--- src/logic/rtcdc_cfg.svh ---
// constants of the real-time clock divider chain
`ifndef RTCDC_CFG_SVH
`define RTCDC_CFG_SVH
`define RTCDC_DIV32_W 5
`define RTCDC_DIV8_W 3
`define RTCDC_PRE_W 16
`define RTCDC_CNT_W 32
`define RTCDC_WORD_W 16
`define RTCDC_NSEC 4
`define RTCDC_NSTG 5
`define RTCDC_S0_W 10
`define RTCDC_S1_W 6
`define RTCDC_S2_W 6
`define RTCDC_S3_W 10
`define RTCDC_S0_LSB 0
`define RTCDC_S1_LSB 10
`define RTCDC_S2_LSB 16
`define RTCDC_S3_LSB 22
`endif

--- src/logic/rtcdc_pkg.sv ---
// types of the real-time clock divider chain
`default_nettype none
`include "rtcdc_cfg.svh"
package rtcdc_pkg;
  // source of the chain's base tick
  typedef enum logic [1:0] {
    RTCDC_SRC_CORE,
    RTCDC_SRC_INT_TICK,
    RTCDC_SRC_EXT_PIN
  } rtcdc_src_t;

  // reload values for the prescale timer and the four count sections
  typedef struct packed {
    logic [`RTCDC_PRE_W-1:0] pre;
    logic [`RTCDC_CNT_W-1:0] sec;
  } rtcdc_reload_t;

  // readable count words
  typedef struct packed {
    logic [`RTCDC_WORD_W-1:0] count_high_word;
    logic [`RTCDC_WORD_W-1:0] count_low_word;
  } rtcdc_count_t;
endpackage
`default_nettype wire

--- src/logic/rtcdc_stage.sv ---
// one reloadable up-counting divider stage
`timescale 1ns/1ns
`default_nettype none
module rtcdc_stage #(
  parameter int W = 8
) (
  input  wire logic         core_clk,
  input  wire logic         rst,
  input  wire logic         inc,
  input  wire logic [W-1:0] reload,
  output var  logic [W-1:0] cnt_q,
  output wire logic         ovf
);
  // overflow is combinational so the next stage counts in the same cycle
  assign ovf = inc && (&cnt_q);

  // count up, reload on overflow; only the power reset clears it
  always_ff @(posedge core_clk or posedge rst) begin
    if (rst) begin
      cnt_q <= '0;
    end else if (ovf) begin
      cnt_q <= reload;
    end else if (inc) begin
      cnt_q <= cnt_q + 1'b1;
    end
  end
endmodule
`default_nettype wire

--- src/logic/rtcdc_top.sv ---
// real-time clock divider chain: source select, prescalers, timers, interrupts
//
// Functional notes
// - software picks the chain clock: core clock, internal tick or external pin.
// - divide-by-32 and divide-by-8 prescalers, each switched in or out independently.
// - a 16-bit reloadable prescale timer follows the prescalers and feeds the count.
// - 32-bit count from 10, 6, 6, 10-bit reloadable sections, read as two words.
// - every timer and section counts up by one per tick from its predecessor.
// - each timer stage raises its own request when it overflows.
// - stage requests enabled by irq_en merge into one shared request output.
// - only the power reset clears the chain's state; other resets leave it alone.
`timescale 1ns/1ns
`default_nettype none
`include "rtcdc_cfg.svh"
module rtcdc_top (
  input  wire logic                          core_clk,
  input  wire logic                          rst,
  input  wire rtcdc_pkg::rtcdc_src_t         clk_sel,
  input  wire logic                          int_tick,
  input  wire logic                          ext_clk_pin,
  input  wire logic                          div32_en,
  input  wire logic                          div8_en,
  input  wire rtcdc_pkg::rtcdc_reload_t      reload,
  input  wire logic [`RTCDC_NSTG-1:0]        irq_en,
  input  wire logic [`RTCDC_NSTG-1:0]        irq_clr,
  output var  logic [`RTCDC_PRE_W-1:0]       prescale_timer,
  output var  rtcdc_pkg::rtcdc_count_t       count,
  output var  logic [`RTCDC_NSTG-1:0]        irq_flag_q,
  output var  logic                          irq_req_q
);
  import rtcdc_pkg::*;

  localparam int SEC_W [`RTCDC_NSEC]   = '{`RTCDC_S0_W, `RTCDC_S1_W, `RTCDC_S2_W, `RTCDC_S3_W};
  localparam int SEC_LSB [`RTCDC_NSEC] = '{`RTCDC_S0_LSB, `RTCDC_S1_LSB, `RTCDC_S2_LSB, `RTCDC_S3_LSB};

  logic                       ext_s1_q;
  logic                       ext_s2_q;
  logic                       ext_s3_q;
  logic                       src_tick;
  logic [`RTCDC_DIV32_W-1:0]  div32_cnt;
  logic                       div32_ovf;
  logic                       div32_tick;
  logic [`RTCDC_DIV8_W-1:0]   div8_cnt;
  logic                       div8_ovf;
  logic                       pre_tick;
  logic                       pre_ovf;
  logic [`RTCDC_NSEC:0]       carry;
  logic [`RTCDC_CNT_W-1:0]    count_all;
  logic [`RTCDC_NSTG-1:0]     stg_evt;

  // external pin passes two flops; the third only serves the edge detector
  always_ff @(posedge core_clk or posedge rst) begin
    if (rst) begin
      ext_s1_q <= 1'b0;
      ext_s2_q <= 1'b0;
      ext_s3_q <= 1'b0;
    end else begin
      ext_s1_q <= ext_clk_pin;
      ext_s2_q <= ext_s1_q;
      ext_s3_q <= ext_s2_q;
    end
  end

  // base tick selection; pin clock must stay below half the core rate
  always_comb begin
    unique case (clk_sel)
      RTCDC_SRC_CORE:     src_tick = 1'b1;
      RTCDC_SRC_INT_TICK: src_tick = int_tick;
      RTCDC_SRC_EXT_PIN:  src_tick = ext_s2_q && !ext_s3_q;
      default:            src_tick = 1'b0;
    endcase
  end

  // prescalers: a switched-out divider freezes and its input passes straight on
  rtcdc_stage #(.W(`RTCDC_DIV32_W)) u_div32 (
    .core_clk (core_clk),
    .rst      (rst),
    .inc      (src_tick && div32_en),
    .reload   ('0),
    .cnt_q    (div32_cnt),
    .ovf      (div32_ovf)
  );
  assign div32_tick = div32_en ? div32_ovf : src_tick;

  rtcdc_stage #(.W(`RTCDC_DIV8_W)) u_div8 (
    .core_clk (core_clk),
    .rst      (rst),
    .inc      (div32_tick && div8_en),
    .reload   ('0),
    .cnt_q    (div8_cnt),
    .ovf      (div8_ovf)
  );
  assign pre_tick = div8_en ? div8_ovf : div32_tick;

  // 16-bit prescale timer drives the count sections
  rtcdc_stage #(.W(`RTCDC_PRE_W)) u_pre (
    .core_clk (core_clk),
    .rst      (rst),
    .inc      (pre_tick),
    .reload   (reload.pre),
    .cnt_q    (prescale_timer),
    .ovf      (pre_ovf)
  );
  assign carry[0]   = pre_ovf;
  assign stg_evt[0] = pre_ovf;

  // four chained sections; each overflow is the next section's tick
  for (genvar i = 0; i < `RTCDC_NSEC; i++) begin : g_sec
    // plain per-section constants keep the checks below readable
    localparam int SW = SEC_W[i];
    localparam int SL = SEC_LSB[i];

    rtcdc_stage #(.W(SEC_W[i])) u_sec (
      .core_clk (core_clk),
      .rst      (rst),
      .inc      (carry[i]),
      .reload   (reload.sec[SEC_LSB[i] +: SEC_W[i]]),
      .cnt_q    (count_all[SEC_LSB[i] +: SEC_W[i]]),
      .ovf      (carry[i+1])
    );
    assign stg_evt[i+1] = carry[i+1];

  end

  // word view of the 32-bit count
  assign count.count_low_word  = count_all[`RTCDC_WORD_W-1:0];
  assign count.count_high_word = count_all[`RTCDC_CNT_W-1:`RTCDC_WORD_W];

  // sticky flags; a stage event in the clear cycle wins so no overflow is lost
  always_ff @(posedge core_clk or posedge rst) begin
    if (rst) begin
      irq_flag_q <= '0;
    end else begin
      irq_flag_q <= (irq_flag_q & ~irq_clr) | stg_evt;
    end
  end

  // shared request from enabled flags, registered for a clean output
  always_ff @(posedge core_clk or posedge rst) begin
    if (rst) begin
      irq_req_q <= 1'b0;
    end else begin
      irq_req_q <= |(irq_flag_q & irq_en);
    end
  end
endmodule
`default_nettype wire

--- config.mk ---
export PLATFORM = sky130hd
export DESIGN_NAME = rtcdc_top
export DESIGN_NICKNAME = d
export VERILOG_FILES = /design/src/logic/rtcdc_pkg.sv /design/src/logic/rtcdc_stage.sv /design/src/logic/rtcdc_top.sv
export VERILOG_INCLUDE_DIRS = /design/src /design/src/logic
export SDC_FILE = /design/constraint.sdc
export NUM_CORES = 1
export LEC_CHECK = 0
export BUFFER_PORTS_ARGS = -buffer_cell sky130_fd_sc_hd__buf_4
export CAP_MARGIN = 15
export CORE_UTILIZATION = 55
export DETAILED_ROUTE_END_ITERATION = 10
export GPL_ROUTABILITY_DRIVEN = 0
export MAX_ROUTING_LAYER = met4
export PLACE_DENSITY_LB_ADDON = 0.15
export SLEW_MARGIN = 40
export SYNTH_ARGS = -nofsm -noshare
export SYNTH_HDL_FRONTEND = slang
export SYNTH_SLANG_ARGS = --single-unit
--- constraint.sdc ---
create_clock -name core_clk -period 3.55 [get_ports core_clk]
set_clock_uncertainty 0.15 [all_clocks]
set_input_delay 0.8875 -clock core_clk [delete_from_list [all_inputs] [get_ports core_clk]]
set_output_delay 0.8875 -clock core_clk [all_outputs]
set_load 0.005 [all_outputs]
Word level (Yosys, flattened, before mapping):

Cells that the tools add are included.

* add/sub/neg operators: 7
* bitwise operators: 4
* eq/ne operators: 2
* reduce and logical (&&, ||, !) cells: 27
* muxes and demuxes: 17

Operator list (number)
* 2-to-1 mux 10 bit: 4
* 2-to-1 mux 16 bit: 2
* 2-to-1 mux 6 bit: 4
* adder 10 x 1 -> 10 bit (second input constant): 2
* AND reduction 10 bit: 2
* adder 16 x 1 -> 16 bit (second input constant): 1
* AND reduction 16 bit: 1
* nonzero test 2 bit: 7
* adder 6 x 1 -> 6 bit (second input constant): 2
* AND reduction 6 bit: 2
* bitwise AND 5 bit: 2
* logical AND 1 bit: 10
* 2-to-1 mux 5 bit: 2
* 2-to-1 mux 3 bit: 2
* adder 5 x 1 -> 5 bit (second input constant): 1
* NOT 5 bit: 1
* bitwise OR 5 bit: 1
* AND reduction 5 bit: 1
* OR reduction 5 bit: 1
* adder 3 x 1 -> 3 bit (second input constant): 1
* case mux 1 bit (3 select lines): 1
* AND reduction 3 bit: 1
* == test 2 x 1 -> 1 bit (second input constant): 1
* == test 2 bit (second input constant): 1
* other kinds (3): 4

* flip-flop bits (word level): 65
* output and inout bits: 54
* bits of input ports: 66
* logic and storage cells: 69

Depth between registers and ports, before layout:

Gate-level depths: netlist of the first run.

* depth in word-level cells: 15
* gate-level depth with buffers: 10
* gate-level depth less buffers: 8

By module:

Synthesis of the first run repeated with hierarchy kept, for this count alone.

* cells, all modules: 401
* area, all modules: 3848.7 µm²

By module, submodules not included
* rtcdc_stage at g_sec[0].u_sec ...: cells an instance 66, seq. area each 250.2 µm², area an instance 590.6 µm², instances 2
* rtcdc_stage at u_pre: cells an instance 110, seq. area each 400.4 µm², area an instance 1059.8 µm², instances 1
* rtcdc_stage at g_sec[1].u_sec ...: cells an instance 38, seq. area each 150.1 µm², area an instance 367.9 µm², instances 2
* rtcdc_top: cells an instance 34, seq. area each 225.2 µm², area an instance 381.6 µm², instances 1
* rtcdc_stage at u_div32: cells an instance 33, seq. area each 125.1 µm², area an instance 319.1 µm², instances 1
* rtcdc_stage at u_div8: cells an instance 16, seq. area each 75.1 µm², area an instance 171.4 µm², instances 1

Worst setup path before layout of the first run:

OpenSTA, ideal clock, no wires.

* path kind: input to register
* start: input div32_en
* end: register g_sec[3].u_sec.cnt_q[6]
* cell stages on the path: 6
* arrival time: 2.106 ns
* path buffers: 1
* library setup time: 0.128 ns
* required time: 3.272 ns
* path slack: 1.167 ns
* path through: nor2b_1 > a211oi_4 > nand4_2 > buf_6 > nor3_2 > mux2_1

* longest elaborated chain between the ends: 12
* elaborated cells between the ends (all ways): 13
* those cells by class: 3 x mux; 10 x reduce/logical

Ends and longest elaborated chain
* from (decl): line rtcdc_top.sv:21 `input wire logic div32_en,`
* logical AND 1 bit: line rtcdc_top.sv:78 `.inc (src_tick && div32_en),`
* logical AND 1 bit: line rtcdc_stage.sv:15 `assign ovf = inc && (&cnt_q);`
* 2-to-1 mux 1 bit (*): line rtcdc_top.sv:83 `assign div32_tick = div32_en ? div32_ovf : src_tick;`
* logical AND 1 bit: line rtcdc_top.sv:88 `.inc (div32_tick && div8_en),`
* logical AND 1 bit: line rtcdc_stage.sv:15
* 2-to-1 mux 1 bit (*): line rtcdc_top.sv:93 `assign pre_tick = div8_en ? div8_ovf : div32_tick;`
* logical AND 1 bit (*) (4 in a row): line rtcdc_stage.sv:15
* logical AND 1 bit: line rtcdc_stage.sv:15
* 2-to-1 mux 10 bit / nonzero test 2 bit (equally long branches)
* to (signal assigned): line rtcdc_stage.sv:22 `cnt_q <= reload;`
* to (signal assigned): line rtcdc_stage.sv:24 `cnt_q <= cnt_q + 1'b1;`
* to (decl): line rtcdc_stage.sv:11 `output var logic [W-1:0] cnt_q,`

Every way passes the cells marked *; elsewhere a longest branch is shown, timed or not.
A chain may end at the register's enable or synchronous reset.

Final worst setup path of the first run:

* start: register u_div32.cnt_q[0]
* end: register g_sec[0].u_sec.cnt_q[6]

* longest elaborated chain between the ends: 9
* elaborated cells between the ends (all ways): 10
* those cells by class: 3 x mux; 7 x reduce/logical

Ends and longest elaborated chain (line)
* from (decl): rtcdc_stage.sv:11
* from (signal assigned): rtcdc_stage.sv:22
* from (signal assigned): rtcdc_stage.sv:24
* AND reduction 5 bit (*): rtcdc_stage.sv:15
* logical AND 1 bit (*): rtcdc_stage.sv:15
* 2-to-1 mux 1 bit (*): rtcdc_top.sv:83
* logical AND 1 bit: rtcdc_top.sv:88
* logical AND 1 bit: rtcdc_stage.sv:15
* 2-to-1 mux 1 bit (*): rtcdc_top.sv:93
* logical AND 1 bit (*): rtcdc_stage.sv:15
* logical AND 1 bit: rtcdc_stage.sv:15
* 2-to-1 mux 10 bit / nonzero test 2 bit (equally long branches)
* to (signal assigned): rtcdc_stage.sv:22
* to (signal assigned): rtcdc_stage.sv:24
* to (decl): rtcdc_stage.sv:11

Marked as above.

==> impl_metrics.sql, run 1 <==
INSERT INTO impl_metrics (metric_group, metric, value, unit) VALUES
('global_route', 'gr-total-overflow', '0', ''),
('sta', 'period_share', '80.9', '%'),
('synth', 'yosys_most_used_dff', 'sky130_fd_sc_hd__dfrtp_1', ''),
('floorplanning', 'die_height', '84.0', 'um'),
('worst_setup_path', 'end_kind', 'flip-flop', ''),
('finish', 'final_core_utilization', '75.4', '%'),
('route', 'detail_route.wirelength', '9.68', 'mm'),
('synth', 'ys_seq_elements', '65', ''),
('clock_network', 'clock_latency', '0.34', 'ns'),
('synth', 'avgSynthCellArea', '9.65', 'um^2'),
('floorplanning', 'die-area', '7050', 'um^2'),
('placed_design', 'pre_cts_slack', '0.609', 'ns'),
('finish', 'area_growth_syn_to_layout', '31.1', '%'),
('global_route', 'grt_start_max_net_pins', '66', ''),
('clock_network', 'cts_repair_resize_count', '0', ''),
('route', 'vias', '3570', ''),
('synth', 'synth.top_cells.by_count', 'sky130_fd_sc_hd__dfrtp_1, sky130_fd_sc_hd__nand2_1, sky130_fd_sc_hd__a21oi_1', ''),
('finish', 'total_nets_final', '583', ''),
('pwr', 'cellPowerDensity', '381', 'nW/um^2'),
('global_route', 'first_global_vias', '3480', ''),
('floorplanning', 'initial_utilization', '57.5', '%'),
('clock_network', 'ctsRootBufferMaster', 'sky130_fd_sc_hd__clkbuf_8', ''),
('synth', 'synth_top_cell_area_share', '44.0', '%'),
('worst_setup_path', 'regToRegSetupSlack', '0.68', 'ns'),
('worst_setup_path', 'reg2reg_depth', '8', ''),
('finish', 'insertedDiodeCount', '0', ''),
('hold_path', 'hold_path_depth', '0', ''),
('hold_path', 'hold_class', 'flip-flop to flip-flop', ''),
('worst_setup_path', 'critPathLaunchType', 'flip-flop', ''),
('synth', 'synth-seq-area-share', '44.0', '%'),
('route', 'drt-wirelength-per-cell', '16.4', 'um'),
('clock_network', 'cts_buffers', '9', ''),
('synth', 'netlist-cell-type-count', '59', ''),
('route', 'post-route-drc-count', '20', ''),
('route', 'ant_nets', '0', ''),
('run_status', 'status', 'finished, violations left', ''),
('clock_network', 'cts_tree', 'done', ''),
('worst_setup_path', 'critical_path_required', '3.62', 'ns'),
('synth', 'synth.cell_area', '3690', 'um^2'),
('sta', 'hold_violations', '0', ''),
('run_status', 'failed_checks', 'DRC', ''),
('finish', 'instances_no_fill', '590', ''),
('synth', 'synthesis.nets', '458', ''),
('hold_path', 'worst_hold_startpoint', 'ext_s1_q', ''),
('finish', 'fillers', '462', ''),
('placed_design', 'io_buffers', '119', ''),
('run', 'max_cap_violations', '0', ''),
('worst_setup_path', 'regToRegStartpoint', 'u_div32.cnt_q[0]', ''),
('sta', 'finalCriticalPeriod', '2.87', 'ns'),
('route', 'detailedRoute.firstIterationViolations', '270', ''),
('hold_path', 'timing.hold.worst_endpoint', 'ext_s2_q', ''),
('sta', 'hold_slack', '0.214', 'ns'),
('synth', 'synth_top_area_cell', 'sky130_fd_sc_hd__dfrtp_1', ''),
('global_route', 'grt_pass1_wl', '15.9', 'mm'),
('global_route', 'grt_use_total', '29.1', '%'),
('sta', 'max_freq', '348', 'MHz'),
('sta', 'final-setup-viol-count', '0', ''),
('sta', 'setup_slack', '0.680', 'ns'),
('floorplanning', 'die_x', '84.0', 'um'),
('global_route', 'antenna_violations_before_repair', '0', ''),
('synth', 'postSynth.asyncResetShare', '100', '%'),
('floorplanning', 'core', '6420', 'um^2'),
('sta', 'unrepaired_setup_endpoints_after_global_routing', 'false', ''),
('placed_design', 'hpwlAfterDp', '7.10', 'mm'),
('sta', 'timing_max_transition_violations_final', '0', ''),
('worst_setup_path', 'worst-endpoint-arrival', '2.94', 'ns'),
('clock_network', 'cts_max_path_buffers', '2', ''),
('synth', 'number_of_synthesized_flops_with_an_enable_pin', '0', ''),
('worst_setup_path', 'worst_reg2reg_path_endpoint', 'g_sec[0].u_sec.cnt_q[6]', ''),
('clock_network', 'post_cts_hold_buffer_count', '0', ''),
('pwr', 'ir_worst_vdd', '0.327', 'mV');
## through the flow
step,total power [mW],instance area (um^2)
detailed placement,1.24,4650
global route,1.94,4840
CTS,1.85,4840
finish,1.85,4840
global placement,1.22,4650
floorplan,1.07,3690
## registers in the layout, indices dropped and copies added, names as in the netlist
| name | count |
|---|---|
| u_div32.cnt_q | 5 |
| u_pre.cnt_q | 16 |
| irq_req_q | 1 |
| ext_s1_q | 1 |
| u_div8.cnt_q | 3 |
| g_sec.u_sec.cnt_q | 32 |
| ext_s2_q | 1 |
| ext_s3_q | 1 |
| irq_flag_q | 5 |
## power by group
| group | internal, mW | switching (mW) | leakage [nW] |
|---|---|---|---|
| Sequential | 0.813 | 0.0878 | 0.858 |
| Combinational | 0.174 | 0.153 | 1.38 |
| Clock | 0.342 | 0.277 | 0.0974 |
| Total | 1.33 | 0.518 | 2.34 |
## worst max path at each step
stage | start | cells after the start | end | slack (ns)
after floorplan | rst | 1 | ext_s1_q | 0.89
final | u_div32.cnt_q[0] | 8 | g_sec[0].u_sec.cnt_q[6] | 0.68
after global routing | u_div32.cnt_q[0] | 8 | g_sec[0].u_sec.cnt_q[6] | 0.50
after global placement | div32_en | 6 | g_sec[0].u_sec.cnt_q[6] | 0.67
after detailed placement | div32_en | 6 | g_sec[0].u_sec.cnt_q[6] | 0.61
after CTS | u_div32.cnt_q[0] | 8 | g_sec[0].u_sec.cnt_q[6] | 0.67
## cells by family (layout without fill, tap and decap cells)
kind of cell	Yosys count	count (layout)	synth area share (%)
buffers and inverters	27	157	3.72
AND/OR/NAND/NOR	144	144	21.5
flip-flops	65	65	44.0
adder cells (fa/ha/maj)	9	9	3.05
AO/OA/AOI/OAI	110	110	19.4
multiplexers	28	28	8.30
## cell usage in the layout, fill, tap and decap left out, types with 6 or more instances in the layout
| cell type | count |
|---|---|
| sky130_fd_sc_hd__mux2i_1 | 13 |
| sky130_fd_sc_hd__nand3_1 | 17 |
| sky130_fd_sc_hd__o21ai_0 | 17 |
| sky130_fd_sc_hd__and3_1 | 16 |
| sky130_fd_sc_hd__inv_1 | 15 |
| sky130_fd_sc_hd__nand4_1 | 8 |
| sky130_fd_sc_hd__clkbuf_8 | 10 |
| sky130_fd_sc_hd__a41oi_1 | 6 |
| sky130_fd_sc_hd__a31oi_1 | 23 |
| sky130_fd_sc_hd__nand2_1 | 46 |
| sky130_fd_sc_hd__dfrtp_1 | 65 |
| sky130_fd_sc_hd__nor2_1 | 18 |
| sky130_fd_sc_hd__o31ai_1 | 6 |
| sky130_fd_sc_hd__ha_1 | 9 |
| sky130_fd_sc_hd__mux2_2 | 8 |
| sky130_fd_sc_hd__buf_4 | 124 |
| sky130_fd_sc_hd__a21oi_1 | 27 |
## routing by layer
metal,track usage [%],wire [um]
met1,35.6,4080
met2,46.9,4770
met3,6.33,638
met4,11.8,179
met5,-,0
## area by class of cell
cell class	instances	area (um^2)	share of cell area, %
multi-input combinational	291	1930	39.9
sequential	65	1630	33.6
timing repair buffer	125	942	19.4
clock buffer	13	149	3.07
tap	77	96.3	1.99
inverter	16	60.1	1.24
clock inverter	3	40.0	0.826
## worst max-delay path, cell delays in order, from the launching register on
cell	delay, ns
sky130_fd_sc_hd__dfrtp_1	0.40
sky130_fd_sc_hd__ha_1	0.22
sky130_fd_sc_hd__and3_1	0.18
sky130_fd_sc_hd__ha_1	0.22
sky130_fd_sc_hd__nor2b_1	0.11
sky130_fd_sc_hd__a211oi_4	0.33
sky130_fd_sc_hd__nand4_2	0.38
sky130_fd_sc_hd__or3_1	0.46
sky130_fd_sc_hd__mux2_4	0.30
Note: power is estimated with default switching activity, not from simulation.
==> inputs of run 2 (changes only) <==
- ABC_AREA: unset -> 1
- CORE_UTILIZATION: 55 -> 47
- clock period: 3.55 -> 2.5 ns (I/O delays scaled with it)
==> impl_metrics.sql, run 2 <==
INSERT INTO impl_metrics (metric_group, metric, value, unit) VALUES
('clock_network', 'ctsRootBufferMaster', 'sky130_fd_sc_hd__clkbuf_8', ''),
('finish', 'final_cell_mix', 'sky130_fd_sc_hd__buf_4, sky130_fd_sc_hd__nand2_1, sky130_fd_sc_hd__dfrtp_1', ''),
('global_route', 'antenna_violations_before_repair', '0', ''),
('synth', 'synth.area.mux_share', '0.526', '%'),
('floorplanning', 'die-area', '8980', 'um^2'),
('worst_setup_path', 'regToRegSetupSlack', '0.17', 'ns'),
('sta', 'worstMarginPinSlew', '0.494', 'ns'),
('synth', 'synth_area_leaders', 'sky130_fd_sc_hd__dfrtp_1, sky130_fd_sc_hd__nand2_1, sky130_fd_sc_hd__inv_1, sky130_fd_sc_hd__nand3_1, sky130_fd_sc_hd__o21ai_0', ''),
('worst_setup_path', 'crit_path_max_incr_delay', '0.39', 'ns'),
('synth', 'synth_xor_area_share', '3.03', '%'),
('synth', 'synthesis.instances', '511', ''),
('synth', 'ys_seq_elements', '65', ''),
('global_route', 'first_global_vias', '3720', ''),
('finish', 'flip_flop_count_of_the_largest_register_all_copies_and_words_added', '32', ''),
('global_route', 'grt_pass1_wl', '16.9', 'mm'),
('worst_setup_path', 'cp_slowest_cell', 'sky130_fd_sc_hd__dfrtp_1', ''),
('pwr', 'ir_worst_vdd', '0.254', 'mV'),
('worst_setup_path', 'setup.worst_path.class', 'flip-flop to flip-flop', ''),
('floorplanning', 'boundaryPins', '120', ''),
('clock_network', 'clock_latency', '0.34', 'ns'),
('finish', 'insertedDiodeCount', '0', ''),
('route', 'route.detailed.vias_per_inst', '5.22', ''),
('floorplanning', 'die_height', '94.7', 'um'),
('route', 'drtPass1Iterations', '4', ''),
('sta', 'hold_violations', '0', ''),
('clock_network', 'cts_tree', 'done', ''),
('route', 'detailedRoute.firstIterationViolations', '180', ''),
('pwr', 'post-layout-total-power', '3.01', 'mW'),
('global_route', 'gr-total-overflow', '0', ''),
('route', 'vias', '3948', ''),
('synth', 'synth_top_cell_area_share', '40.2', '%'),
('finish', 'drive_above_1_share', '31.9', '%'),
('finish', 'area_growth_syn_to_layout', '32.4', '%'),
('synth', 'largest_family_of_logic_cells_by_synthesized_area', 'simple AND/OR/NAND/NOR gates', ''),
('worst_setup_path', 'worst-endpoint-arrival', '2.41', 'ns'),
('sta', 'timing_max_transition_violations_final', '0', ''),
('worst_setup_path', 'reg2reg_depth', '13', ''),
('run', 'max_cap_violations', '0', ''),
('worst_setup_path', 'worst_reg2reg_path_endpoint', 'g_sec[3].u_sec.cnt_q[9]', ''),
('route', 'post-route-drc-count', '0', ''),
('synth', 'number_of_synthesized_flops_with_an_enable_pin', '0', ''),
('synth', 'synth.cell_area', '4040', 'um^2'),
('placed_design', 'hpwlAfterDp', '7.83', 'mm'),
('clock_network', 'cts.clk_slew.worst_paths', '0.08', 'ns'),
('sta', 'finalCriticalPeriod', '2.33', 'ns'),
('synth', 'synth_most_common_cell', 'sky130_fd_sc_hd__nand2_1', ''),
('global_route', 'grt.met3_usage', '5.31', '%'),
('hold_path', 'hold_class', 'input port to async pin', ''),
('route', 'drt-wirelength-per-cell', '14.0', 'um'),
('clock_network', 'numClockSinks', '65', ''),
('synth', 'synth-adder-area-share', '2.79', '%'),
('sta', 'final-setup-viol-count', '0', ''),
('global_route', 'grt_use_total', '24.9', '%'),
('synth', 'yosys_most_used_dff', 'sky130_fd_sc_hd__dfrtp_1', ''),
('worst_setup_path', 'regToRegStartpoint', 'u_div32.cnt_q[0]', ''),
('synth', 'yosys.area_share.simple', '33.3', '%'),
('clock_network', 'clock_tree.htree_level_count', '3', ''),
('route', 'ant_nets', '0', ''),
('synth', 'netlist-cell-type-count', '49', ''),
('finish', 'registers.top_by_ff_count', 'g_sec.u_sec.cnt_q', ''),
('worst_setup_path', 'end_kind', 'flip-flop', ''),
('sta', 'unrepaired_setup_endpoints_after_global_routing', 'false', ''),
('synth', 'synth.top_cells.by_count', 'sky130_fd_sc_hd__nand2_1, sky130_fd_sc_hd__dfrtp_1, sky130_fd_sc_hd__inv_1', ''),
('pwr', 'cellLeakagePower', '2.76', 'nW'),
('sta', 'relSlewSlack', '66.8', '%'),
('run_status', 'status', 'completed', ''),
('global_route', 'top_usage_layer_grt', 'met2', ''),
('global_route', 'grt_start_max_net_pins', '66', ''),
('finish', 'total_nets_final', '723', ''),
('global_route', 'global_route.usage.met2', '39.9', '%'),
('floorplanning', 'placementRows', '33', ''),
('worst_setup_path', 'worst-path-max-fanout', '7', ''),
('synth', 'synth_compound_gate_area_share', '11.9', '%'),
('clock_network', 'post_cts_hold_buffer_count', '0', ''),
('floorplanning', 'core', '8260', 'um^2'),
('synth', 'ys_warn_count', '0', ''),
('clock_network', 'cts_buffers', '9', ''),
('synth', 'synth-seq-area-share', '40.2', '%'),
('synth', 'avgSynthCellArea', '7.91', 'um^2'),
('sta', 'tns', '0', 'ns'),
('worst_setup_path', 'critPathLaunchType', 'flip-flop', ''),
('finish', 'layout_top_registers', 'g_sec.u_sec.cnt_q x32, u_pre.cnt_q x16', ''),
('floorplanning', 'die_x', '94.7', 'um'),
('sta', 'period_share', '93.3', '%'),
('worst_setup_path', 'critical_path.cell_chain', 'ha_2 -> nand2_2 -> nor2_2 -> ha_2 -> inv_2 -> nand2_2 -> nand2_2 -> nor2_4 -> nand3_4 -> nor2_4 -> nand2_4 -> nand2_1 -> o21ai_2', ''),
('worst_setup_path', 'crit_path_start', 'u_div32.cnt_q[0]', ''),
('synth', 'postSynth.asyncResetShare', '100', '%'),
('worst_setup_path', 'critical_path_required', '2.58', 'ns'),
('synth', 'synthesis.nets', '586', ''),
('worst_setup_path', 'worst_path_most_repeated_cell', 'sky130_fd_sc_hd__nand2_2', ''),
('synth', 'synth_top_area_cell', 'sky130_fd_sc_hd__dfrtp_1', ''),
('clock_network', 'cts_max_path_buffers', '2', ''),
('finish', 'final_common_cell', 'sky130_fd_sc_hd__buf_4', ''),
('worst_setup_path', 'crit_end', 'g_sec[3].u_sec.cnt_q[9]', ''),
('placed_design', 'io_buffers', '119', ''),
('route', 'detail_route.wirelength', '10.6', 'mm'),
('global_route', 'grt_use_met1', '30.7', '%'),
('floorplanning', 'initial_utilization', '49.0', '%'),
('pwr', 'cellPowerDensity', '562', 'nW/um^2'),
('sta', 'max_freq', '429', 'MHz');
-- run 2: report_power, final --
part	switching (mW)	total [mW]	internal, mW
clock network	0.402	0.781	0.379
logic	0.428	0.841	0.414
registers	0.176	1.38	1.21
-- run 2: stage by stage --
stage	instances	hold slack (ns)	utilization, %	cell area (um^2)	setup WS, ns
after floorplan	511	0.181	-	4040	0.0985
after global placement	734	0.189	61.4	5070	0.253
after detailed placement	734	0.191	61.4	5070	0.188
after CTS	749	0.207	63.4	5240	0.189
after global routing	757	0.226	64.8	5350	0.0146
final	757	0.189	64.8	5350	0.167
-- run 2: layout make-up --
cell class	instances	area, um^2
clock buffer	12	145
clock inverter	3	17.5
fill	761	2910
inverter	71	267
multi-input combinational	368	2150
sequential	65	1630
tap	105	131
timing repair buffer	133	1020
-- run 2: timing repair --
item | CTS | global route
gates resized for setup | 0 | 14
setup endpoints to repair | 0 | 30
setup buffers | 0 | 6
-- run 2: cells by family after synthesis --
family	count (synthesis)
XOR/XNOR	14
multiplexers	2
flip-flops	65
buffers and inverters	80
adder cells (fa/ha/maj)	9
AO/OA/AOI/OAI	80
AND/OR/NAND/NOR	261
-- run 2: metal layers --
layer / up-vias / wire, um / part of all wire [%]
li1: 1949 / - / -
met4: 0 / 147 / 1.4
met3: 15 / 521 / 4.9
met1: 1869 / 4630 / 44
met5: - / 0 / 0
met2: 115 / 5320 / 50
-- run 2: worst max-delay path: cells and delay by family, from the launching register on --
kind,cells,cell delay [ns]
buf+inv,1,0.05
flops,1,0.39
compound gates,1,0.05
fa+ha+maj,2,0.40
simple gates,9,1.19
-- run 2: worst min path at each step --
stage / start / end / slack [ns] / cells after the start
floorplan: ext_s1_q / ext_s2_q / 0.18 / 0
global placement: ext_s1_q / ext_s2_q / 0.19 / 0
detailed placement: ext_s1_q / ext_s2_q / 0.19 / 0
CTS: rst / g_sec[3].u_sec.cnt_q[5] / 0.21 / 3
global route: rst / g_sec[3].u_sec.cnt_q[5] / 0.23 / 3
finish: rst / g_sec[3].u_sec.cnt_q[5] / 0.19 / 3
==> inputs of run 3 (changes only) <==
- ABC_AREA: 1 -> unset
- CORE_UTILIZATION: 47 -> 46
==> impl_metrics.sql, run 3 (synthesis gave the netlist of run 1 again) <==
INSERT INTO impl_metrics (metric_group, metric, value, unit) VALUES
('run_status', 'status', 'completed', ''),
('pwr', 'cellPowerDensity', '503', 'nW/um^2'),
('floorplanning', 'die-area', '8390', 'um^2'),
('global_route', 'grt_pass1_wl', '15.8', 'mm'),
('finish', 'registers.top_by_ff_count', 'g_sec.u_sec.cnt_q', ''),
('sta', 'finalCriticalPeriod', '2.43', 'ns'),
('floorplanning', 'boundaryPins', '120', ''),
('floorplanning', 'core', '7770', 'um^2'),
('clock_network', 'cts_max_path_buffers', '2', ''),
('sta', 'timing_max_transition_violations_final', '0', ''),
('run', 'max_cap_violations', '0', ''),
('finish', 'flip_flop_count_of_the_largest_register_all_copies_and_words_added', '32', ''),
('finish', 'drive_above_1_share', '36.2', '%'),
('global_route', 'gr-total-overflow', '0', ''),
('placed_design', 'hpwlAfterDp', '7.31', 'mm'),
('pwr', 'seqPwrFrac', '50.3', '%'),
('clock_network', 'cts_tree', 'done', ''),
('worst_setup_path', 'setup.worst_path.class', 'flip-flop to flip-flop', ''),
('route', 'detailedRoute.firstIterationViolations', '189', ''),
('route', 'ant_nets', '0', ''),
('pwr', 'internal-power', '1.79', 'mW'),
('finish', 'insertedDiodeCount', '0', ''),
('pwr', 'power_frac_comb', '20.0', '%'),
('finish', 'instances_no_fill', '632', ''),
('floorplanning', 'die_x', '91.6', 'um'),
('route', 'drtPass1Iterations', '5', ''),
('route', 'vias', '3598', ''),
('route', 'detail_route.wirelength', '9.90', 'mm'),
('worst_setup_path', 'worst-endpoint-arrival', '2.51', 'ns'),
('sta', 'period_share', '97.3', '%'),
('finish', 'total_nets_final', '600', ''),
('worst_setup_path', 'worst-path-max-fanout', '13', ''),
('finish', 'final_cell_mix', 'sky130_fd_sc_hd__buf_4, sky130_fd_sc_hd__dfrtp_1, sky130_fd_sc_hd__nand2_1', ''),
('finish', 'area.sequential', '1630', 'um^2'),
('global_route', 'grt_use_total', '24.5', '%'),
('sta', 'relSlewSlack', '69.1', '%'),
('pwr', 'p_switching', '0.735', 'mW'),
('route', 'post-route-drc-count', '0', ''),
('finish', 'layout_top_registers', 'g_sec.u_sec.cnt_q x32, u_pre.cnt_q x16', ''),
('clock_network', 'numClockSinks', '65', ''),
('worst_setup_path', 'regToRegSetupSlack', '0.07', 'ns'),
('hold_path', 'hold_class', 'input port to async pin', ''),
('worst_setup_path', 'worst_reg2reg_path_endpoint', 'g_sec[3].u_sec.cnt_q[8]', ''),
('clock_network', 'cts_buffers', '9', ''),
('finish', 'fin_area', '5010', 'um^2'),
('placed_design', 'placed_area', '4800', 'um^2'),
('global_route', 'antenna_violations_before_repair', '0', ''),
('pwr', 'ir_worst_vdd', '0.284', 'mV'),
('finish', 'area_growth_syn_to_layout', '35.6', '%'),
('worst_setup_path', 'regToRegStartpoint', 'u_div32.cnt_q[1]', ''),
('worst_setup_path', 'critical_path_required', '2.58', 'ns'),
('sta', 'hold_violations', '0', ''),
('sta', 'unrepaired_setup_endpoints_after_global_routing', 'true', ''),
('clock_network', 'cts.clk_slew.worst_paths', '0.07', 'ns'),
('global_route', 'grt_start_max_net_pins', '66', ''),
('clock_network', 'clock_latency', '0.34', 'ns'),
('finish', 'fillers', '698', ''),
('clock_network', 'ctsRootBufferMaster', 'sky130_fd_sc_hd__clkbuf_8', ''),
('pwr', 'clkPwrFrac', '29.7', '%'),
('floorplanning', 'initial_utilization', '47.6', '%'),
('clock_network', 'post_cts_hold_buffer_count', '0', ''),
('finish', 'area_of_combinational_cells_with_multiple_inputs', '1950', 'um^2'),
('worst_setup_path', 'reg2reg_depth', '9', ''),
('placed_design', 'dpl.cell_count', '611', ''),
('worst_setup_path', 'end_kind', 'flip-flop', ''),
('clock_network', 'clock_tree.htree_level_count', '3', ''),
('route', 'route.detailed.vias_per_inst', '5.69', ''),
('pwr', 'cellLeakagePower', '2.41', 'nW'),
('route', 'drt-wirelength-per-cell', '15.7', 'um'),
('sta', 'max_freq', '411', 'MHz'),
('floorplanning', 'die_height', '91.6', 'um'),
('global_route', 'first_global_vias', '3279', ''),
('worst_setup_path', 'critPathLaunchType', 'flip-flop', ''),
('placed_design', 'io_buffers', '119', ''),
('finish', 'final_common_cell', 'sky130_fd_sc_hd__buf_4', ''),
('pwr', 'swShare', '29.2', '%'),
('sta', 'final-setup-viol-count', '0', ''),
('sta', 'worstMarginPinSlew', '0.459', 'ns'),
('floorplanning', 'placementRows', '32', '');
[run 3: changes by cell type in the layout (fill, tap and decap cells not counted), sizes merged, moves of 20 or more]
cell / change
a31oi: +20
inv: -55
nand2: -95
nand3: -30
nor2: -26
o21ai: -27
[run 3: timing repair]
action | in CTS | in global routing
endpoints found under the setup margin | 3 | 21
endpoints found under the hold margin | 0 | 0
gates resized for setup | 0 | 6
pin swaps | 1 | 2
setup buffers | 0 | 5
cloned | 0 | 0
[run 3: worst max-delay path, cell delays in order (launching register included)]
cell and delay (ns):
sky130_fd_sc_hd__dfrtp_1 0.37, sky130_fd_sc_hd__ha_1 0.19, sky130_fd_sc_hd__and3_1 0.18, sky130_fd_sc_hd__ha_2 0.19
sky130_fd_sc_hd__nor2b_2 0.06, sky130_fd_sc_hd__a211oi_4 0.33, sky130_fd_sc_hd__nand4_4 0.16, sky130_fd_sc_hd__buf_12 0.19
sky130_fd_sc_hd__nor3_2 0.18, sky130_fd_sc_hd__mux2_1 0.34
[run 3: layout make-up]
cell class | instances | area share (%)
clock inverter | 3 | 0.350
tap | 102 | 2.55
clock buffer | 13 | 2.77
sequential | 65 | 32.5
multi-input combinational | 291 | 38.9
inverter | 16 | 1.20
timing repair buffer | 142 | 21.8
[run 3: worst max-delay path by stage]
| stage | from | to | cells past startpoint |
|---|---|---|---|
| detailed placement | u_div32.cnt_q[1] | g_sec[3].u_sec.cnt_q[8] | 9 |
| CTS | u_div32.cnt_q[1] | g_sec[3].u_sec.cnt_q[8] | 9 |
| floorplan | rst | ext_s1_q | 1 |
| finish | u_div32.cnt_q[1] | g_sec[3].u_sec.cnt_q[8] | 9 |
| global placement | u_div32.cnt_q[1] | u_pre.cnt_q[3] | 9 |
| global route | u_div32.cnt_q[1] | g_sec[3].u_sec.cnt_q[8] | 9 |
[run 3: power groups by stage]
stage	clock, mW	combinational (mW)	sequential (mW)
after floorplan	0	0.247	1.27
after global placement	0	0.469	1.28
after detailed placement	0	0.491	1.29
after CTS	0.764	0.493	1.27
after global routing	0.823	0.559	1.28
final	0.749	0.504	1.27
[run 3: through the flow]
| step | TNS (ns) | setup slack (ns) | utilization [%] | hold slack (ns) | power, mW |
|---|---|---|---|---|---|
| 5_1_grt | -0.121 | -0.0343 | 64.5 | 0.208 | 2.66 |
| 4_1_cts | 0 | 0.00715 | 63.8 | 0.204 | 2.53 |
| 6_report | 0 | 0.0679 | 64.5 | 0.200 | 2.52 |
| 3_5_place_dp | -0.0499 | -0.0312 | 61.8 | 0.187 | 1.78 |
| 3_3_place_gp | 0 | 0.0795 | 61.8 | 0.184 | 1.75 |
| 2_1_floorplan | 0 | 0.0985 | - | 0.181 | 1.52 |
[run 3: layer usage]
metal | track usage [%] | vias to the layer above | share of wire (%)
met4 | 8.47 | 0 | 1.2
met5 | - | - | 0
met2 | 37.2 | 118 | 47
met1 | 33.8 | 1753 | 46
met3 | 3.57 | 9 | 6.0
li1 | - | 1718 | -
